==> config.mk <==
export PLATFORM = sky130hd
export DESIGN_NAME = ptpc_timer
export DESIGN_NICKNAME = d
export VERILOG_FILES = /design/src/core/ptpc_pkg.sv /design/src/core/ptpc_timer.sv
export SDC_FILE = /design/constraint.sdc
export NUM_CORES = 1
export LEC_CHECK = 0
export ABC_CLOCK_PERIOD_IN_PS = 2400
export BUFFER_PORTS_ARGS = -buffer_cell sky130_fd_sc_hd__buf_2
export CORE_MARGIN = 5
export CORE_UTILIZATION = 41
export CTS_CLUSTER_DIAMETER = 80
export DETAILED_ROUTE_END_ITERATION = 10
export GPL_ROUTABILITY_DRIVEN = 1
export GPL_TIMING_DRIVEN = 0
export PLACE_DENSITY = 0.76
export SLEW_MARGIN = 20
export SYNTH_ARGS = -nofsm -noshare
export SYNTH_HDL_FRONTEND = slang
export SYNTH_SLANG_ARGS = --single-unit
==> constraint.sdc <==
create_clock -name pclk -period 2.4 [get_ports pclk]
set_clock_uncertainty 0.05 [all_clocks]
set_input_delay 0.48 -clock pclk [delete_from_list [all_inputs] [get_ports pclk]]
set_output_delay 0.48 -clock pclk [all_outputs]
set_load 0.05 [all_outputs]
==> src/core/ptpc_pkg.sv <==
// package: register map, field layout and constants of the pulse/capture timer
package ptpc_pkg;
  // register byte offsets on the apb bus
  localparam logic [11:0] PTPC_CTRL_OFS = 12'h000;
  localparam logic [11:0] PTPC_CMPA_OFS = 12'h004;
  localparam logic [11:0] PTPC_PERP_OFS = 12'h008;
  localparam logic [11:0] PTPC_CNT_OFS = 12'h00C;
  localparam logic [11:0] PTPC_STAT_OFS = 12'h010;
  // control register field positions
  localparam int PTPC_RUN_BIT = 0;
  localparam int PTPC_MODE_LO_BIT = 1;
  localparam int PTPC_MODE_HI_BIT = 2;
  localparam int PTPC_PINB_LO_BIT = 3;
  localparam int PTPC_PINB_HI_BIT = 4;
  localparam int PTPC_CAPS_BIT = 5;
  localparam int PTPC_CCLR_BIT = 6;
  localparam int PTPC_OINIT_BIT = 7;
  localparam int PTPC_OINV_BIT = 8;
  localparam int PTPC_CAPSEL_BIT = 9;
  localparam int PTPC_CTRL_W = 10;
  // status register field positions (write one to clear)
  localparam int PTPC_FLAG_A_BIT = 0;
  localparam int PTPC_FLAG_P_BIT = 1;
  // counter
  localparam int PTPC_CNT_W = 10;
  localparam logic [9:0] PTPC_CNT_MAX = 10'h3FF;
  localparam logic [9:0] PTPC_ZERO = 10'h000;
  localparam logic [9:0] PTPC_ONE = 10'h001;
  // mode field encodings
  localparam logic [1:0] PTPC_MODE_CAPTURE = 2'h1;
  localparam logic [1:0] PTPC_MODE_PULSE = 2'h2;
  localparam logic [1:0] PTPC_PINB_PULSE = 2'h3;
  localparam logic [1:0] PTPC_EDGE_RISE = 2'h0;
  localparam logic [1:0] PTPC_EDGE_FALL = 2'h1;
  localparam logic [1:0] PTPC_EDGE_BOTH = 2'h2;
  localparam logic [1:0] PTPC_EDGE_NONE = 2'h3;
  localparam logic [31:0] PTPC_RD_ZERO = 32'h0000_0000;
  // run-state enumeration, gray along idle -> running
  typedef enum logic [0:0] {PTPC_IDLE = 1'b0, PTPC_RUNNING = 1'b1} ptpc_state_t;
endpackage : ptpc_pkg

==> src/core/ptpc_timer.sv <==
// module: one-shot pulse and input-capture timer with apb register slave
`timescale 1ns/1ps
// Behaviour
// - pulse mode: mode 10 with pins 11
// - run bit rise starts counter, and in pulse mode the pulse
// - pulse mode: ext clock edge sets run
// - run bit clear ends the pulse
// - pulse mode: match A clears run
// - pulse mode: match A raises flag A
// - pulse mode: count zeroed only at start
// - pulse mode ignores period and clear select
// - capture mode: mode field 01
// - source select picks capture or ext pins
// - pin field picks edge; 11 no capture
// - capture mode: run rise starts counting
// - active edge copies count, raises flag A
// - capture counter free runs until run falls
// - match P zeroes counter, raises flag P
// - period zero runs to full count
// - capture ignores clear bit; level, polarity only set idle output
// - capture never acts on output pins (pin field 11)
// - counter ten bits, max 3FF
module ptpc_timer (
  input wire logic pclk,
  input wire logic presetn,
  input wire logic psel,
  input wire logic penable,
  input wire logic pwrite,
  input wire logic [11:0] paddr,
  input wire logic [31:0] pwdata,
  output logic [31:0] prdata,
  output logic pready,
  output logic pslverr,
  input wire logic ext_clock_pin_a,
  input wire logic ext_clock_pin_b,
  input wire logic capture_in_pin_a,
  input wire logic capture_in_pin_b,
  output logic timer_out,
  output logic match_a_flag,
  output logic match_p_flag
);
  import ptpc_pkg::*;

  // ==========================================================
  // state
  typedef struct packed {
    logic [ptpc_pkg::PTPC_CTRL_W-1:0] ctrl;
    logic [ptpc_pkg::PTPC_CNT_W-1:0] cmpa;
    logic [ptpc_pkg::PTPC_CNT_W-1:0] perp;
    logic [ptpc_pkg::PTPC_CNT_W-1:0] cnt;
    ptpc_pkg::ptpc_state_t st;
    logic flag_a;
    logic flag_p;
    logic out;
    logic [3:0] pin_d;
    logic [31:0] rdata;
    logic ready;
    logic err;
  } ptpc_regs_t;

  ptpc_regs_t s_r;
  ptpc_regs_t s_nxt;

  // ==========================================================
  // decoded fields
  logic run;
  logic [1:0] mode;
  logic [1:0] pinb;
  logic pulse_mode;
  logic capt_mode;
  logic [3:0] pins;
  logic [3:0] rise;
  logic [3:0] fall;
  logic ext_edge;
  logic cap_edge_rise;
  logic cap_edge_fall;
  logic cap_hit;
  logic match_a;
  logic match_p;
  logic idle_lvl;
  logic acc;
  logic wr;

  assign run = s_r.ctrl[PTPC_RUN_BIT];
  assign mode = {s_r.ctrl[PTPC_MODE_HI_BIT], s_r.ctrl[PTPC_MODE_LO_BIT]};
  assign pinb = {s_r.ctrl[PTPC_PINB_HI_BIT], s_r.ctrl[PTPC_PINB_LO_BIT]};
  // both fields must agree before the one-shot engine is used
  assign pulse_mode = (mode == PTPC_MODE_PULSE) && (pinb == PTPC_PINB_PULSE);
  assign capt_mode = (mode == PTPC_MODE_CAPTURE);
  assign pins = {capture_in_pin_b, capture_in_pin_a, ext_clock_pin_b, ext_clock_pin_a};
  assign rise = pins & ~s_r.pin_d;
  assign fall = ~pins & s_r.pin_d;
  // pins are taken as synchronous; any direction counts as a trigger edge
  assign ext_edge = |(rise[1:0] | fall[1:0]);
  // source select: high takes dedicated capture pins, low the ext clock pins
  assign cap_edge_rise = s_r.ctrl[PTPC_CAPS_BIT] ? |rise[3:2] : |rise[1:0];
  assign cap_edge_fall = s_r.ctrl[PTPC_CAPS_BIT] ? |fall[3:2] : |fall[1:0];
  always_comb begin
    case (pinb)
      PTPC_EDGE_RISE: cap_hit = cap_edge_rise;
      PTPC_EDGE_FALL: cap_hit = cap_edge_fall;
      PTPC_EDGE_BOTH: cap_hit = cap_edge_rise | cap_edge_fall;
      default: cap_hit = 1'b0;
    endcase
  end
  assign match_a = (s_r.st == PTPC_RUNNING) && (s_r.cnt == s_r.cmpa);
  // period zero means no early match, so the count wraps past 3FF
  assign match_p = (s_r.st == PTPC_RUNNING) && (s_r.perp != PTPC_ZERO) && (s_r.cnt == s_r.perp);
  assign idle_lvl = s_r.ctrl[PTPC_OINIT_BIT] ^ s_r.ctrl[PTPC_OINV_BIT];
  assign acc = psel && penable;
  // a write lands only at the edge where pready is sampled high, so it lands once
  assign wr = acc && pwrite && s_r.ready;

  // ==========================================================
  // next-state logic
  always_comb begin
    s_nxt = s_r;
    s_nxt.pin_d = pins;
    s_nxt.ready = 1'b0;
    s_nxt.err = 1'b0;
    // register writes land first so hardware events below override them
    if (wr) begin
      case (paddr)
        PTPC_CTRL_OFS: s_nxt.ctrl = pwdata[PTPC_CTRL_W-1:0];
        PTPC_CMPA_OFS: s_nxt.cmpa = pwdata[PTPC_CNT_W-1:0];
        PTPC_PERP_OFS: s_nxt.perp = pwdata[PTPC_CNT_W-1:0];
        PTPC_STAT_OFS: begin
          if (pwdata[PTPC_FLAG_A_BIT]) s_nxt.flag_a = 1'b0;
          if (pwdata[PTPC_FLAG_P_BIT]) s_nxt.flag_p = 1'b0;
        end
        default: s_nxt.err = 1'b0;
      endcase
    end
    // one wait state; ready stands for one cycle only, so a held access never doubles
    if (acc && !s_r.ready) begin
      s_nxt.ready = 1'b1;
    end
    // trigger pin sets the run bit automatically
    if (pulse_mode && ext_edge) begin
      s_nxt.ctrl[PTPC_RUN_BIT] = 1'b1;
    end
    case (s_r.st)
      PTPC_IDLE: begin
        if (run) begin
          // counter restarts from zero here, and in capture mode also on match P
          s_nxt.st = PTPC_RUNNING;
          s_nxt.cnt = PTPC_ZERO;
          s_nxt.out = pulse_mode ? ~idle_lvl : idle_lvl;
        end else begin
          s_nxt.out = pulse_mode ? idle_lvl : s_r.out;
        end
      end
      PTPC_RUNNING: begin
        if (!run) begin
          // software clear ends pulse and halts counting, count is held
          s_nxt.st = PTPC_IDLE;
          s_nxt.out = idle_lvl;
        end else if (pulse_mode) begin
          // period and clear select deliberately unused here
          if (match_a) begin
            // count stops on the match value, so software can read back the width
            s_nxt.ctrl[PTPC_RUN_BIT] = 1'b0;
            s_nxt.st = PTPC_IDLE;
            s_nxt.out = idle_lvl;
            s_nxt.flag_a = 1'b1;
          end else begin
            s_nxt.cnt = s_r.cnt + PTPC_ONE;
          end
        end else if (capt_mode) begin
          // level and polarity bits not looked at in capture
          if (match_p) begin
            s_nxt.cnt = PTPC_ZERO;
            s_nxt.flag_p = 1'b1;
          end else begin
            s_nxt.cnt = s_r.cnt + PTPC_ONE;
          end
          if (cap_hit) begin
            s_nxt.cmpa = s_r.cnt;
            s_nxt.flag_a = 1'b1;
          end
        end else begin
          s_nxt.cnt = s_r.cnt + PTPC_ONE;
        end
      end
      default: s_nxt.st = PTPC_IDLE;
    endcase
    // read data is registered in the access cycle
    s_nxt.rdata = PTPC_RD_ZERO;
    if (acc && !pwrite && !s_r.ready) begin
      case (paddr)
        PTPC_CTRL_OFS: s_nxt.rdata[PTPC_CTRL_W-1:0] = s_r.ctrl;
        PTPC_CMPA_OFS: s_nxt.rdata[PTPC_CNT_W-1:0] = s_r.cmpa;
        PTPC_PERP_OFS: s_nxt.rdata[PTPC_CNT_W-1:0] = s_r.perp;
        PTPC_CNT_OFS: s_nxt.rdata[PTPC_CNT_W-1:0] = s_r.cnt;
        PTPC_STAT_OFS: begin
          s_nxt.rdata[PTPC_FLAG_A_BIT] = s_r.flag_a;
          s_nxt.rdata[PTPC_FLAG_P_BIT] = s_r.flag_p;
        end
        default: s_nxt.rdata = PTPC_RD_ZERO;
      endcase
    end
  end

  // ==========================================================
  // state register
  always_ff @(posedge pclk or negedge presetn) begin
    if (!presetn) begin
      s_r <= '0;
    end else begin
      s_r <= s_nxt;
    end
  end

  // ==========================================================
  // outputs, all from flip-flops
  assign prdata = s_r.rdata;
  assign pready = s_r.ready;
  assign pslverr = s_r.err;
  assign timer_out = s_r.out;
  assign match_a_flag = s_r.flag_a;
  assign match_p_flag = s_r.flag_p;
endmodule : ptpc_timer

== Yosys cells after proc, flatten, opt, wreduce, memory -nomap -nowiden ==
Index checks and enable logic that the tools add are counted.

* Add/subtract/negate cells: 1
* Equality and inequality tests: 17
* Multiplexer cells: 47
* Reduce and logical (&&, ||, !) cells: 25
* Bitwise logic cells: 9

{| class="wikitable"
|+ Operators with widths
! kind !! number
|-
| 10-bit two-way mux || 11
|-
| 11-bit two-way mux || 3
|-
| 8-bit case mux with 4 select lines || 1
|-
| 12-bit by 4-bit equality test with 1-bit output (second input constant) || 2
|-
| 11-bit case mux with 2 select lines || 1
|-
| 1-bit two-way mux || 21
|-
| 21-bit two-way mux || 1
|-
| 10-bit equality test || 2
|-
| 12-bit by 3-bit equality test with 1-bit output (second input constant) || 1
|-
| 12-bit by 5-bit equality test with 1-bit output (second input constant) || 1
|-
| 12-bit logical NOT || 1
|-
| 2-bit two-way mux || 6
|-
| 1-bit logical AND || 11
|-
| 10-bit by 1-bit adder with 10-bit output (second input constant) || 1
|-
| 2-bit case mux with 5 select lines || 1
|-
| 10-bit nonzero test || 1
|-
| 2-bit OR reduction || 5
|-
| 4-bit AND || 2
|-
| 4-bit inverter || 2
|-
| 2-bit equality test (second input constant) || 3
|-
| 3-bit by 2-bit != test with 1-bit output (second input constant) || 2
|-
| 3-bit != test (second input constant) || 2
|-
| 3-bit AND reduction || 2
|-
| 2-bit by 1-bit equality test with 1-bit output (second input constant) || 2
|-
| other kinds (11) || 14
|}

* Output and inout bits: 37
* Input port bits: 53
* Flip-flop bits (word level): 81
* Word-level logic and storage cells: 111

== Logic depth before layout (Yosys ltp) ==
* Word-level depth: 11
* Mapped depth: 8

== Worst setup path before layout ==
No wires, ideal clock.

* Kind: input -> register
* From: in paddr[9]
* To: reg s_r[52] (netlist bit)
* Data required time: 2225 ps
* Cell stages on the path: 6
* Path buffers: 1
* Setup slack: 264 ps
* Setup time: 125 ps
* Arrival time: 1961 ps
* Cells stage by stage: nor4_4 -> nand4b_4 -> nor3b_4 -> nor2b_1 -> buf_4 -> mux2_2

* Cells in the longest elaborated chain, start to end: 2

{| class="wikitable"
|+ RTL lines
! item !! RTL line !! text
|-
| start, declared || ptpc_timer.sv:29 || <nowiki>input wire logic [11:0] paddr,</nowiki>
|-
| 12-bit by 4-bit equality test with 1-bit output || ptpc_timer.sv:123 || <nowiki>case (paddr)</nowiki>
|-
| 2-bit AND reduction (no source line) || -- ||
|-
| end signal, assigned || ptpc_timer.sv:210 || <nowiki>s_r <= s_nxt;</nowiki>
|-
| end, declared || ptpc_timer.sv:61 || <nowiki>ptpc_regs_t s_r;</nowiki>
|}

No other way between the ends.
A chain may end at the register's enable or synchronous reset.

== Final worst setup path ==
* From: reg s_r[57] (netlist bit)
* To: reg s_r[42] (netlist bit)

* Cells in the longest elaborated chain, start to end: 8
* Elaborated cells on any way between the ends: 9
* Classes of those cells: eq/ne (1); mux (5); reduce/logical (3)

{| class="wikitable"
|+ RTL lines
! item !! RTL line !! text
|-
| 10-bit nonzero test || ptpc_timer.sv:108 || <nowiki>assign match_p = (s_r.st == PTPC_RUNNING) && (s_r.perp != PTPC_ZERO) && (s_r.cnt == s_r.perp);</nowiki>
|-
| 1-bit logical AND || ptpc_timer.sv:108 ||
|-
| 1-bit logical AND * || ptpc_timer.sv:108 ||
|-
| 10-bit two-way mux * || ptpc_timer.sv:171 || <nowiki>if (match_p) begin</nowiki>
|-
| 10-bit two-way mux * || ptpc_timer.sv:169 || <nowiki>end else if (capt_mode) begin</nowiki>
|-
| 10-bit two-way mux * || ptpc_timer.sv:158 || <nowiki>end else if (pulse_mode) begin</nowiki>
|-
| 10-bit two-way mux * || ptpc_timer.sv:154 || <nowiki>if (!run) begin</nowiki>
|-
| 11-bit case mux with 2 select lines * || ptpc_timer.sv:142 || <nowiki>case (s_r.st)</nowiki>
|}

Every way passes the cells marked *; elsewhere a longest branch is shown, timed or not. The select of a mux whose other input is x is not followed.

==> metrics <==
combinational share of power 10.4%; cell area after placement just under 4000 sq um; antenna diode count 0; share of the synthesized area in the top cell type 41.70%; global-route wire length before repair 13.74 mm; initial cell density of the core between 40% and 50%; Internal Pwr Total approximately 1.5 mW; average instance area after synthesis between 10 and 15 sq um; leftover overflow at the end of global routing 0; Final Net Count approximately 480; maxcap violations 0; Placed Cells incl. Taps roughly 500; top library cells by usage in the layout, fill and taps aside 59 x sky130_fd_sc_hd__dfrtp_1, 48 x sky130_fd_sc_hd__buf_2, 39 x sky130_fd_sc_hd__nor2_1; worst hold slack 0.1555 ns; ratio of total power to cell area 485.3 nW/um^2; min cycle time layout around 2.3 ns; post-route clock period utilization 95.94%; sequence of cells on the critical path or4_1 -> nor4_2 -> o41ai_4 -> buf_4 -> nor2_4 -> mux2_2; H-tree Lvls 3; final max-slew violation count 0; initial antenna violation count 0; most common cell after layout, fill and taps aside sky130_fd_sc_hd__dfrtp_1; largest fanout on the critical path 10; CTS tree yes; final HPWL from detailed placement about 6.3 mm; area growth from synthesis to layout 17.46%; # rows 34; number of standard cells after synthesis 341; total CTS buffers 9; fraction of layout instances using a drive strength above 1 31.04%; signal arrival time at the worst endpoint roughly 2.5 ns; core area roughly 8600 sq um; post-synthesis sequential area ratio a little over two fifths; power after layout just over 2 mW; via count of the first global-routing pass ~2800; Post-Syn Area around 3500 sq um; worst min path class in -> async; CP max stage cell sky130_fd_sc_hd__or4_1; number of flip-flops and latches in the synthesized netlist 59; post-detailed-route via-to-cell ratio about 5.2; outcome finished, final reports clean; number of flops mapped to enable cells by yosys 0; clock transition at the register clock pins on the worst setup and hold paths after CTS ~0.060 ns; Die Span Y 102.9 um; fraction of the core area covered by cells at the end of the flow between 40% and 50%; total vias in the final route 2749; DIE AREA 10590 sq um; total of hold buffers inserted after clock tree synthesis 0; Synth area leader sky130_fd_sc_hd__dfrtp_1; Synth cell types 47; Horiz. Die Dim around 100 um; switching portion of total power 26.19%; fin area roughly 4200 sq um; count of yosys warnings during synthesis 0; mean routed wirelength per cell approximately 16 um; Clock Path Buffers 2; maximum number of pins on one net before global-route repair 60; non-filler instance count after layout 530; relative slew slack 36.84%; Setup violations, final 0; Worst Tran Pin Value between 0.9 and 1 ns; number of violations reported at the end of detailed-routing iteration 0 about 180; required time at the worst-slack endpoint 2.63 ns; Clock Power Share approximately 40%; class of the most critical setup path reg -> reg; biggest area contributors in the synthesized netlist sky130_fd_sc_hd__dfrtp_1 42%, sky130_fd_sc_hd__buf_4 7.4%, sky130_fd_sc_hd__mux2_2 6.4%; clk sink count 59; count of buffers inserted at the top-level ports 43; post-detailed-route DRC marker count 0; clock latency of the later-clocked register in the worst-skew pair roughly 0.33 ns; switching power approximately 530 uW; global-route usage over all layers roughly 17%; Achievable Freq roughly 0.43 GHz; sequential cell fraction of total power between 40% and 50%; final hold vios 0; leakage power figure roughly 2 nW; setup repair after global routing missed its margin no; delay of the slowest cell on the worst path 0.56 ns; first drt pass iteration count 4; total wire length ~8.4 mm; number of routed nets with antenna violations 0; crit end category flop; IR Drop Worst-Case VDD approximately 0.21 mV; category of the worst setup path launch point flop; number of placed I/O pins 90; commonest register cell after synthesis sky130_fd_sc_hd__dfrtp_1; clock tree root buffer cell sky130_fd_sc_hd__clkbuf_8; share of synthesized registers carrying an async set or reset 100.0%; GP Congestion between 0.8 and 0.9
-- stage by stage --
step / worst slack [ns] / TNS [ns]
3_5_place_dp: -0.1088 / -1.968
3_3_place_gp: -0.06509 / -1.090
4_1_cts: 0.06674 / 0
2_1_floorplan: 0.2640 / 0
5_1_grt: 0.04100 / 0
6_report: 0.09733 / 0
-- power by group through the flow --
| stage | clock network [mW] | registers [mW] | logic [mW] |
|---|---|---|---|
| final | 0.807 | 1.00 | 0.209 |
| after global routing | 0.871 | 1.00 | 0.226 |
| after CTS | 0.821 | 1.00 | 0.209 |
| after detailed placement | 0 | 1.02 | 0.209 |
| after global placement | 0 | 1.02 | 0.204 |
| after floorplan | 0 | 1.02 | 0.141 |
-- final timing paths --
check | startpoint | endpoint | slack (ns) | cells after the start
worst max-delay path | s_r[57]$_DFFE_PN0P_ | s_r[42]$_DFFE_PN0P_ | 0.1 | 6
worst min-delay path | presetn | s_r[58]$_DFFE_PN0P_ | 0.16 | 1
worst max register to register | s_r[57]$_DFFE_PN0P_ | s_r[42]$_DFFE_PN0P_ | 0.1 | 6
worst min register to register | pready$_DFF_PN0_ | pready$_DFF_PN0_ | 0.42 | 1
max in group asynchronous | presetn | s_r[41]$_DFF_PN0_ | 1.64 | 1
min in group pclk | capture_in_pin_b | s_r[37]$_DFF_PN0_ | 0.23 | 1
-- timing repair --
| item | in CTS | in global routing |
|---|---|---|
| buffers inserted | 0 | 1 |
| setup endpoints to repair | 0 | 6 |
| gates resized for setup | 0 | 1 |
-- layout make-up --
type	instances	area, sq um
inverter	9	33.78
timing repair buffer	44	225.2
multi-input combinational	242	1782
fill	814	4392
tap	108	135.1
buffer	52	334.1
clock buffer	14	162.7
clock inverter	2	10.01
sequential	59	1476
-- per-layer routing --
layer	part of all wire (%)	track usage [%]	vias to the layer above
li1	-	-	1311
met1	41	21.27	1305
met2	48	27.63	117
met3	8.8	3.383	16
met4	2.3	7.669	0
met5	0	0	-
-- state kept, by name, summed over array words and instances, names as in the netlist --
| name | cells |
|---|---|
| pready | 1 |
| pinb | 2 |
| mode | 2 |
| run | 1 |
| match_p_flag | 1 |
| match_a_flag | 1 |
| prdata | 10 |
| timer_out | 1 |
| s_r | 40 |
-- cells by family after synthesis --
kind of cell,share of synthesized area (%)
simple gates,17.10
flops,41.70
mux,12.30
buf+inv,10.49
other cells,0.1059
xor+xnor,5.442
fa+ha+maj,1.767
compound gates,11.10
-- worst max-delay path: cells and delay by family, from the launching register on --
family	cells	cell delay, ns
and+or+nand+nor	3	1.21
DFF	1	0.45
buffers and inverters	1	0.20
muxes	1	0.20
AOI/OAI and AO/OA	1	0.13
-- synthesized netlist by cell type, drive strengths merged, types with 4 or more instances --
library cell	number
dfrtp	59
buf	43
nor2	40
xnor2	22
mux2i	21
mux2	20
a21oi	13
clkbuf	10
inv	9
nand2	9
a221oi	8
a22o	8
nor4	8
o21ai	8
nand4	7
nor3	6
ha	5
nor2b	5
a221o	4
nand2b	4
nand3	4
nand4b	4
Power figures use the tool's default switching activity.
